## src/inc/lpwm_pkg.sv

```systemverilog
// constants, timing and helpers of the four-channel led pwm output stage
//
// Summary of operation
// - normal totem-pole: both transistors follow combined pwm
// - inverted open-drain: upper off, lower follows complement
// - inverted totem-pole: both transistors follow complemented pwm
// - output disable forces pins to chosen disabled state
// - per-channel fixed-rate pwm with 8-bit duty
// - individual pulse high time is duty times step
// - one group signal, dim or blink, for all
// - group dimming: fixed-rate 8-bit group duty
// - group blinking: 8-bit period, separate 8-bit duty
// - bus idles high; transfers only when not busy
// - one bit per clock; data stable while high
// - data fall with clock high START, rise STOP
// - every byte followed by one acknowledge bit
// - acknowledge each received byte, low through high phase
// - after missing read acknowledge, leave data high
// - sleep stops counters; outputs hold unless output disable is active
// - normal open-drain: only lower transistor switches
package lpwm_pkg;

    // ********************************
    // clock and timing
    // ********************************
    localparam int CLK_HZ = 20_000_000;
    localparam int CLK_NS = 50;
    localparam int STEPS = 256;
    localparam int IND_STEP_NS = 40;
    // a step shorter than the clock rounds up to one cycle
    localparam int IND_STEP_CYC = (IND_STEP_NS + CLK_NS - 1) / CLK_NS;
    localparam int DIM_FREQ_HZ = 190;
    localparam int DIM_STEP_CYC = CLK_HZ / (DIM_FREQ_HZ * STEPS);
    localparam int BLINK_MAX_HZ = 24;
    localparam int BLINK_STEP_CYC = CLK_HZ / (BLINK_MAX_HZ * STEPS);

    typedef logic [11:0] lpwm_pre_t;

    // ********************************
    // field codes and reset values
    // ********************************
    localparam logic [1:0] SEL_OFF = 2'h0;
    localparam logic [1:0] SEL_ON = 2'h1;
    localparam logic [1:0] SEL_IND = 2'h2;
    localparam logic [1:0] DIS_LOW = 2'h0;
    localparam logic [1:0] DIS_HIGH = 2'h1;
    localparam logic [3:0] RST_HI = 4'hF;
    localparam logic [3:0] RST_LO = 4'h0;
    localparam logic [3:0] BITS_BYTE = 4'h8;

    // prescaler has reached its last cycle
    function automatic logic lpwm_wrap(input lpwm_pre_t c, input int lim);
        lpwm_wrap = c >= lpwm_pre_t'(lim - 1);
    endfunction : lpwm_wrap

endpackage : lpwm_pkg

```

## src/logic/lpwm_i2c_target.sv

```systemverilog
// serial two-wire write/read target with start/stop detection
`timescale 1ns/1ns
`default_nettype none
module lpwm_i2c_target
    import lpwm_pkg::*;
(
    input wire logic clk, // system clock
    input wire logic rst_n, // synchronised reset, active low
    input wire logic [6:0] dev_addr, // own target address
    input wire logic scl_pin, // serial clock pin
    input wire logic sda_pin_in, // serial data pin level
    input wire logic [7:0] tx_byte, // byte to send on reads
    output logic sda_out, // data output level, always low
    output logic sda_oe_n, // data pull-down enable, low drives
    output logic [7:0] rx_byte, // last written byte
    output logic rx_valid, // one-cycle pulse per written byte
    output logic rx_first, // byte is first after address
    output logic tx_taken, // one-cycle pulse, tx_byte loaded
    output logic bus_busy // between start and stop
);

    typedef enum logic [2:0] {ST_IDLE, ST_ADDR, ST_ACKA, ST_WR, ST_ACKW, ST_RD, ST_RACK} lpwm_i2c_e;

    typedef struct packed {
        logic [2:0] scl_sy;
        logic [2:0] sda_sy;
        logic scl;
        logic sda;
        lpwm_i2c_e st;
        logic [3:0] bits;
        logic [7:0] sh;
        logic rw;
        logic acked;
        logic first;
        logic sda_oe_n;
        logic [7:0] rx_byte;
        logic rx_valid;
        logic rx_first;
        logic tx_taken;
        logic busy;
    } lpwm_i2c_s;

    lpwm_i2c_s s;
    lpwm_i2c_s n;
    logic rise;
    logic fall;
    logic start;
    logic stop;

    always_comb begin
        n = s;
        n.rx_valid = 1'b0;
        n.tx_taken = 1'b0;
        n.scl_sy = {s.scl_sy[1:0], scl_pin};
        n.sda_sy = {s.sda_sy[1:0], sda_pin_in};
        if (s.scl_sy[1] == s.scl_sy[2]) begin
            n.scl = s.scl_sy[2];
        end
        if (s.sda_sy[1] == s.sda_sy[2]) begin
            n.sda = s.sda_sy[2];
        end
        rise = n.scl && !s.scl;
        fall = !n.scl && s.scl;
        // a data change while the clock is high is a condition, not data
        start = s.scl && n.scl && s.sda && !n.sda;
        stop = s.scl && n.scl && !s.sda && n.sda;
        if (start) begin
            n.st = ST_ADDR;
            n.bits = 4'h0;
            n.sda_oe_n = 1'b1;
            n.busy = 1'b1;
        end else if (stop) begin
            n.st = ST_IDLE;
            n.sda_oe_n = 1'b1;
            n.busy = 1'b0;
        end else if (rise) begin
            case (s.st)
                ST_ADDR, ST_WR: begin
                    n.sh = {s.sh[6:0], n.sda};
                    n.bits = s.bits + 4'h1;
                end
                ST_RD: n.bits = s.bits + 4'h1;
                ST_RACK: n.acked = !n.sda;
                default: ;
            endcase
        end else if (fall) begin
            case (s.st)
                ST_ADDR: begin
                    if (s.bits == BITS_BYTE) begin
                        if (s.sh[7:1] == dev_addr) begin
                            n.st = ST_ACKA;
                            n.sda_oe_n = 1'b0;
                            n.rw = s.sh[0];
                            n.first = 1'b1;
                        end else begin
                            n.st = ST_IDLE;
                        end
                    end
                end
                ST_WR: begin
                    if (s.bits == BITS_BYTE) begin
                        n.st = ST_ACKW;
                        n.sda_oe_n = 1'b0;
                        n.rx_byte = s.sh;
                        n.rx_valid = 1'b1;
                        n.rx_first = s.first;
                        n.first = 1'b0;
                    end
                end
                ST_ACKA, ST_ACKW, ST_RACK: begin
                    if ((s.st == ST_ACKA && s.rw) || (s.st == ST_RACK && s.acked)) begin
                        n.st = ST_RD;
                        n.sh = tx_byte;
                        n.sda_oe_n = tx_byte[7];
                        n.bits = 4'h0;
                        n.tx_taken = 1'b1;
                    end else begin
                        // no acknowledge on a read ends it with the line left high
                        n.st = (s.st == ST_RACK) ? ST_IDLE : ST_WR;
                        n.sda_oe_n = 1'b1;
                        n.bits = 4'h0;
                    end
                end
                ST_RD: begin
                    if (s.bits == BITS_BYTE) begin
                        n.st = ST_RACK;
                        n.sda_oe_n = 1'b1;
                    end else begin
                        n.sh = {s.sh[6:0], 1'b0};
                        n.sda_oe_n = s.sh[6];
                    end
                end
                default: ;
            endcase
        end
    end

    always_ff @(posedge clk or negedge rst_n) begin
        if (!rst_n) begin
            s <= '{scl_sy: 3'h7, sda_sy: 3'h7, scl: 1'b1, sda: 1'b1, st: ST_IDLE, sda_oe_n: 1'b1, default: '0};
        end else begin
            s <= n;
        end
    end

    assign sda_out = 1'b0;
    assign sda_oe_n = s.sda_oe_n;
    assign rx_byte = s.rx_byte;
    assign rx_valid = s.rx_valid;
    assign rx_first = s.rx_first;
    assign tx_taken = s.tx_taken;
    assign bus_busy = s.busy;
endmodule : lpwm_i2c_target
`default_nettype wire

```

## src/logic/lpwm_top.sv

```systemverilog
// four-channel led pwm output stage with group dim/blink and serial target
`timescale 1ns/1ns
`default_nettype none
module lpwm_top
    import lpwm_pkg::*;
#(
    parameter logic [6:0] DEV_ADDR = 7'h10 // target address, arbitrary value
) (
    input wire logic clk, // 20 MHz clock
    input wire logic arst_n, // async reset, active low
    input wire logic scl_pin, // serial clock pin
    input wire logic sda_pin_in, // serial data pin level
    output logic sda_out, // data output level
    output logic sda_oe_n, // data drive enable, low drives
    input wire logic oe_n_pin, // output enable pin, active low
    input wire logic osc_sleep, // 1 stops the pwm timebase
    input wire logic group_blink, // 0 group dimming, 1 blinking
    input wire logic output_polarity_invert, // invert channel activity
    input wire logic output_drive_type, // 1 totem-pole, 0 open-drain
    input wire logic [1:0] disabled_output_state, // pin state when disabled
    input wire logic [7:0] channel_output_select, // 2 bits per channel
    input wire logic [31:0] channel_duty_value, // 8 bits per channel
    input wire logic [7:0] group_duty_value, // group duty
    input wire logic [7:0] group_period_value, // blink period steps
    input wire logic [7:0] tx_byte, // byte returned on reads
    output logic [7:0] rx_byte, // last written byte
    output logic rx_valid, // pulse per written byte
    output logic rx_first, // first byte after address
    output logic tx_taken, // pulse, tx_byte loaded
    output logic bus_busy, // serial bus busy
    output logic [3:0] led_hi_on, // upper transistor on, per pin
    output logic [3:0] led_lo_on // lower transistor on, per pin
);

    // ********************************
    // reset release
    // ********************************
    logic [1:0] rst_sy;
    logic rst_n;

    always_ff @(posedge clk or negedge arst_n) begin
        if (!arst_n) begin
            rst_sy <= 2'h0;
        end else begin
            rst_sy <= {rst_sy[0], 1'b1};
        end
    end

    assign rst_n = rst_sy[1];

    // ********************************
    // serial target
    // ********************************
    lpwm_i2c_target u_i2c (
        .clk(clk),
        .rst_n(rst_n),
        .dev_addr(DEV_ADDR),
        .scl_pin(scl_pin),
        .sda_pin_in(sda_pin_in),
        .tx_byte(tx_byte),
        .sda_out(sda_out),
        .sda_oe_n(sda_oe_n),
        .rx_byte(rx_byte),
        .rx_valid(rx_valid),
        .rx_first(rx_first),
        .tx_taken(tx_taken),
        .bus_busy(bus_busy)
    );

    // ********************************
    // pwm state
    // ********************************
    typedef struct packed {
        logic [2:0] oe_sy;
        logic oe_f;
        lpwm_pre_t ind_pre;
        logic [7:0] ind_cnt;
        lpwm_pre_t grp_pre;
        logic [7:0] grp_sub;
        logic [7:0] grp_cnt;
        logic [3:0] hi;
        logic [3:0] lo;
    } lpwm_top_s;

    lpwm_top_s s;
    lpwm_top_s n;
    logic grp_act;

    always_comb begin
        logic a;
        logic v;
        logic [1:0] sel;
        logic [7:0] d;
        a = 1'b0;
        v = 1'b0;
        sel = 2'h0;
        d = 8'h0;
        n = s;
        n.oe_sy = {s.oe_sy[1:0], oe_n_pin};
        if (s.oe_sy[1] == s.oe_sy[2]) begin
            n.oe_f = s.oe_sy[2];
        end
        // one timebase serves all channels; sleep freezes it
        if (!osc_sleep) begin
            if (lpwm_wrap(s.ind_pre, IND_STEP_CYC)) begin
                n.ind_pre = '0;
                n.ind_cnt = s.ind_cnt + 8'h1;
            end else begin
                n.ind_pre = s.ind_pre + 12'h1;
            end
            if (lpwm_wrap(s.grp_pre, group_blink ? BLINK_STEP_CYC : DIM_STEP_CYC)) begin
                n.grp_pre = '0;
                // blink stretches each step by the period value
                if (!group_blink || s.grp_sub >= group_period_value) begin
                    n.grp_sub = 8'h0;
                    n.grp_cnt = s.grp_cnt + 8'h1;
                end else begin
                    n.grp_sub = s.grp_sub + 8'h1;
                end
            end else begin
                n.grp_pre = s.grp_pre + 12'h1;
            end
        end
        grp_act = s.grp_cnt < group_duty_value;
        for (int i = 0; i < 4; i++) begin
            sel = channel_output_select[2*i +: 2];
            d = channel_duty_value[8*i +: 8];
            case (sel)
                SEL_OFF: a = 1'b0;
                SEL_ON: a = 1'b1;
                SEL_IND: a = s.ind_cnt < d;
                default: a = (s.ind_cnt < d) && grp_act;
            endcase
            v = a ^ output_polarity_invert;
            if (s.oe_f) begin
                // disable overrides everything, even while asleep
                case (disabled_output_state)
                    DIS_LOW: begin
                        n.hi[i] = 1'b0;
                        n.lo[i] = 1'b1;
                    end
                    DIS_HIGH: begin
                        n.hi[i] = output_drive_type;
                        n.lo[i] = 1'b0;
                    end
                    default: begin
                        n.hi[i] = 1'b0;
                        n.lo[i] = 1'b0;
                    end
                endcase
            end else if (!osc_sleep) begin
                n.hi[i] = output_drive_type && !v;
                n.lo[i] = v;
            end
        end
    end

    always_ff @(posedge clk or negedge rst_n) begin
        if (!rst_n) begin
            s <= '{hi: RST_HI, lo: RST_LO, default: '0};
        end else begin
            s <= n;
        end
    end

    assign led_hi_on = s.hi;
    assign led_lo_on = s.lo;
endmodule : lpwm_top
`default_nettype wire

```

## config.mk

```make
export PLATFORM = sky130hd
export DESIGN_NAME = lpwm_top
export DESIGN_NICKNAME = d
export VERILOG_FILES = /design/src/inc/lpwm_pkg.sv /design/src/logic/lpwm_i2c_target.sv /design/src/logic/lpwm_top.sv
export SDC_FILE = /design/constraint.sdc
export NUM_CORES = 1
export LEC_CHECK = 0
export BUFFER_PORTS_ARGS = -buffer_cell sky130_fd_sc_hd__buf_2
export CAP_MARGIN = 20
export CELL_PAD_IN_SITES_DETAIL_PLACEMENT = 1
export CELL_PAD_IN_SITES_GLOBAL_PLACEMENT = 2
export CORE_MARGIN = 10
export CORE_UTILIZATION = 33
export CTS_BUF_LIST = sky130_fd_sc_hd__clkbuf_4
export CTS_CLUSTER_DIAMETER = 100
export DETAILED_ROUTE_END_ITERATION = 8
export PLACE_DENSITY_LB_ADDON = 0.12
export SETUP_SLACK_MARGIN = 0.5
export SKIP_CTS_REPAIR_TIMING = 1
export SLEW_MARGIN = 20
export SYNTH_ARGS = -nofsm -noshare
export SYNTH_HDL_FRONTEND = slang
export SYNTH_HIERARCHICAL = 1
export SYNTH_SLANG_ARGS = --single-unit
```

## constraint.sdc

```tcl
create_clock -name clk -period 3 [get_ports clk]
set_clock_uncertainty 0.2 [all_clocks]
set_input_delay 0 -clock clk [delete_from_list [all_inputs] [get_ports clk]]
set_output_delay 0 -clock clk [all_outputs]
set_load 0.1 [all_outputs]
```

==> out/metrics.cfg <==
[worst_setup_path]
crit_type = flop to flop
critical_path_required_ps = 3170
setup.worst_path.end_class = flop
cp_max_fo = 4
start_kind = flop
arrival_ps = 2640

[synth]
syn_avg_cell_area_um2 = 9.73
synth_edf_count = 0
yosys_warnings = 6
synthArstFlopShare = 1.00
ys_ff_latch = 89
syn-cell-area_um2 = 5960
postSynthCellCount = 612
synth.distinct_cells = 73
yosysSeqAreaShare = 0.377
synth-main-ff-cell = dfrtp_1

[cells_and_area]
nets = 883
area_growth_pct = 24.5
layout-drive-gt1-share = 0.288
multi_input_area_um2 = 3500
fill_cells = 2059
regArea_um2 = 2250
layout_commonest_cell = buf_2
layout_common_cells = 95 x buf_2, 73 x dfrtp_1, 72 x inv_1, 53 x ha_1, 37 x nand2_1
n_antenna_cell = 0

[min_path]
hold_path.class = flop to async pin

[timing]
setup_viol = 0
layout_min_cycle_time_ps = 2470
grt_setup_unrepaired = yes
fin_setup_tns_ps = 0
fmax_mhz = 404
worst_pin_slew_ps = 726
fin_crit_sh = 0.824
fin_ws_ps = 527
hold_viol = 0
finalMaxSlewViolations = 0
max_slew_margin = 0.511

[grt]
grt_pass1_wl_um = 25400
grt_pass1_vias = 5053
grt_use_total = 0.128
grt_max_degree = 69
antenna_found_initial = 0
overflow = 0

[power]
power_w = 0.00383
peakVddDrop_uv = 363
pwr_density_cell_nw_per_um2 = 516
leakagePower_nw = 3.70

[place]
dp_hpwl_um = 11900
io_buffers = 95
place.gp.congestion = 0.819
dp_slack_ps = 247

[die]
io_pins = 97
fp.coreArea_um2 = 17800
die_w_um = 154
dieArea_um2 = 23800
rows = 49
initial_core_util = 0.334
die_h_um = 154

[drt]
wire_per_inst_um = 16.4
drt_pass1_iterations = 4
vias = 4873
ant_nets = 0
drt_wl_total_um = 16100
drc = 0
drt-vias-per-instance = 4.96
drtIter0Drc = 124

[clock_network]
clkSlewWorstSetupHoldPaths_ps = 160
cts_buffer_depth = 2
cts-htree-levels = 3
cts_tree = yes
cts_buffers = 9
clk_latency_ps = 490
clkSinkCount = 89
root_buffer = clkbuf_4

[status]
status = completed

[run]
max_cap_violations = 0

stage by stage:
| stage | utilization | hold slack (ps) | cells | instance area (um2) |
|---|---|---|---|---|
| CTS | 0.377 | -968 | 934 | 6730 |
| global placement | 0.369 | -412 | 918 | 6580 |
| global route | 0.416 | 48.2 | 983 | 7420 |
| finish | 0.416 | 24.0 | 983 | 7420 |
| floorplan | - | -496 | 618 | 5980 |
| detailed placement | 0.369 | -411 | 918 | 6580 |
state kept, by name (all words and copies together), names as in the netlist, 2 cells and up:
name / count
u_i2c/s: 22
s: 38
u_i2c/n: 4
led_lo_on: 4
led_hi_on: 4
n: 2
rst_sy: 2
u_i2c/rx_byte: 8
cell usage after synthesis (16+ instances only):
master | count | area share
dfrtp_1 | 76 | 0.32
o21ai_0 | 35 | 0.029
nor2_1 | 31 | 0.020
xor2_1 | 18 | 0.026
nand2b_1 | 16 | 0.017
a21oi_1 | 18 | 0.015
inv_1 | 72 | 0.045
buf_4 | 18 | 0.023
nand2_1 | 37 | 0.023
ha_1 | 59 | 0.12
a211oi_1 | 16 | 0.020
nand3_1 | 19 | 0.016
critical path, cell delays in order (launching register included):
cell	delay, ps
dfrtp_1	430
ha_1	320
a311oi_2	330
a2111oi_4	120
buf_4	170
buf_4	130
buf_4	130
or3_4	350
o31ai_2	190
layer usage:
layer / share of wire / vias to the layer above / GRT usage
li1: - / 2414 / -
met1: 0.47 / 2376 / 0.162
met2: 0.48 / 67 / 0.213
met3: 0.032 / 16 / 0.0255
met4: 0.012 / 0 / 0.0396
met5: 0 / - / 0
power by group:
part | leakage [nW] | switching (W) | total, W | internal [W]
sequential | 1.13 | 0.000327 | 0.00172 | 0.00140
clock | 0.0847 | 0.000486 | 0.000757 | 0.000272
combinational | 2.48 | 0.000763 | 0.00135 | 0.000585
worst paths after layout:
path	startpoint	endpoint	slack (ps)	depth (start not counted)
setup / recovery	s[29]	s[28]	530	8
hold / removal	rst_sy[1]	s[20]	20	0
setup reg to reg	s[29]	s[28]	530	8
hold reg to reg	rst_sy[1]	s[20]	20	0
max in group asynchronous	rst_sy[1]	led_hi_on[3]	1870	1
min in group clk	group_blink	s[17]	30	6
cells by family after synthesis:
| logic type | synth area share |
|---|---|
| simple gates | 0.158 |
| mux | 0.0466 |
| buf+inv | 0.0819 |
| xor+xnor | 0.0456 |
| other cells | 0.00189 |
| flops | 0.377 |
| compound gates | 0.164 |
| fa+ha+maj | 0.126 |
final cells by class:
cell class	count	share of cell area
multi-input cells	430	0.471
flip-flops and latches	89	0.303
repair buffers	147	0.130
well taps	229	0.0386
inverters	72	0.0364
clock inverters	7	0.0113
clock buffers	9	0.00911
No activity file was read; power rests on OpenSTA's default activity.
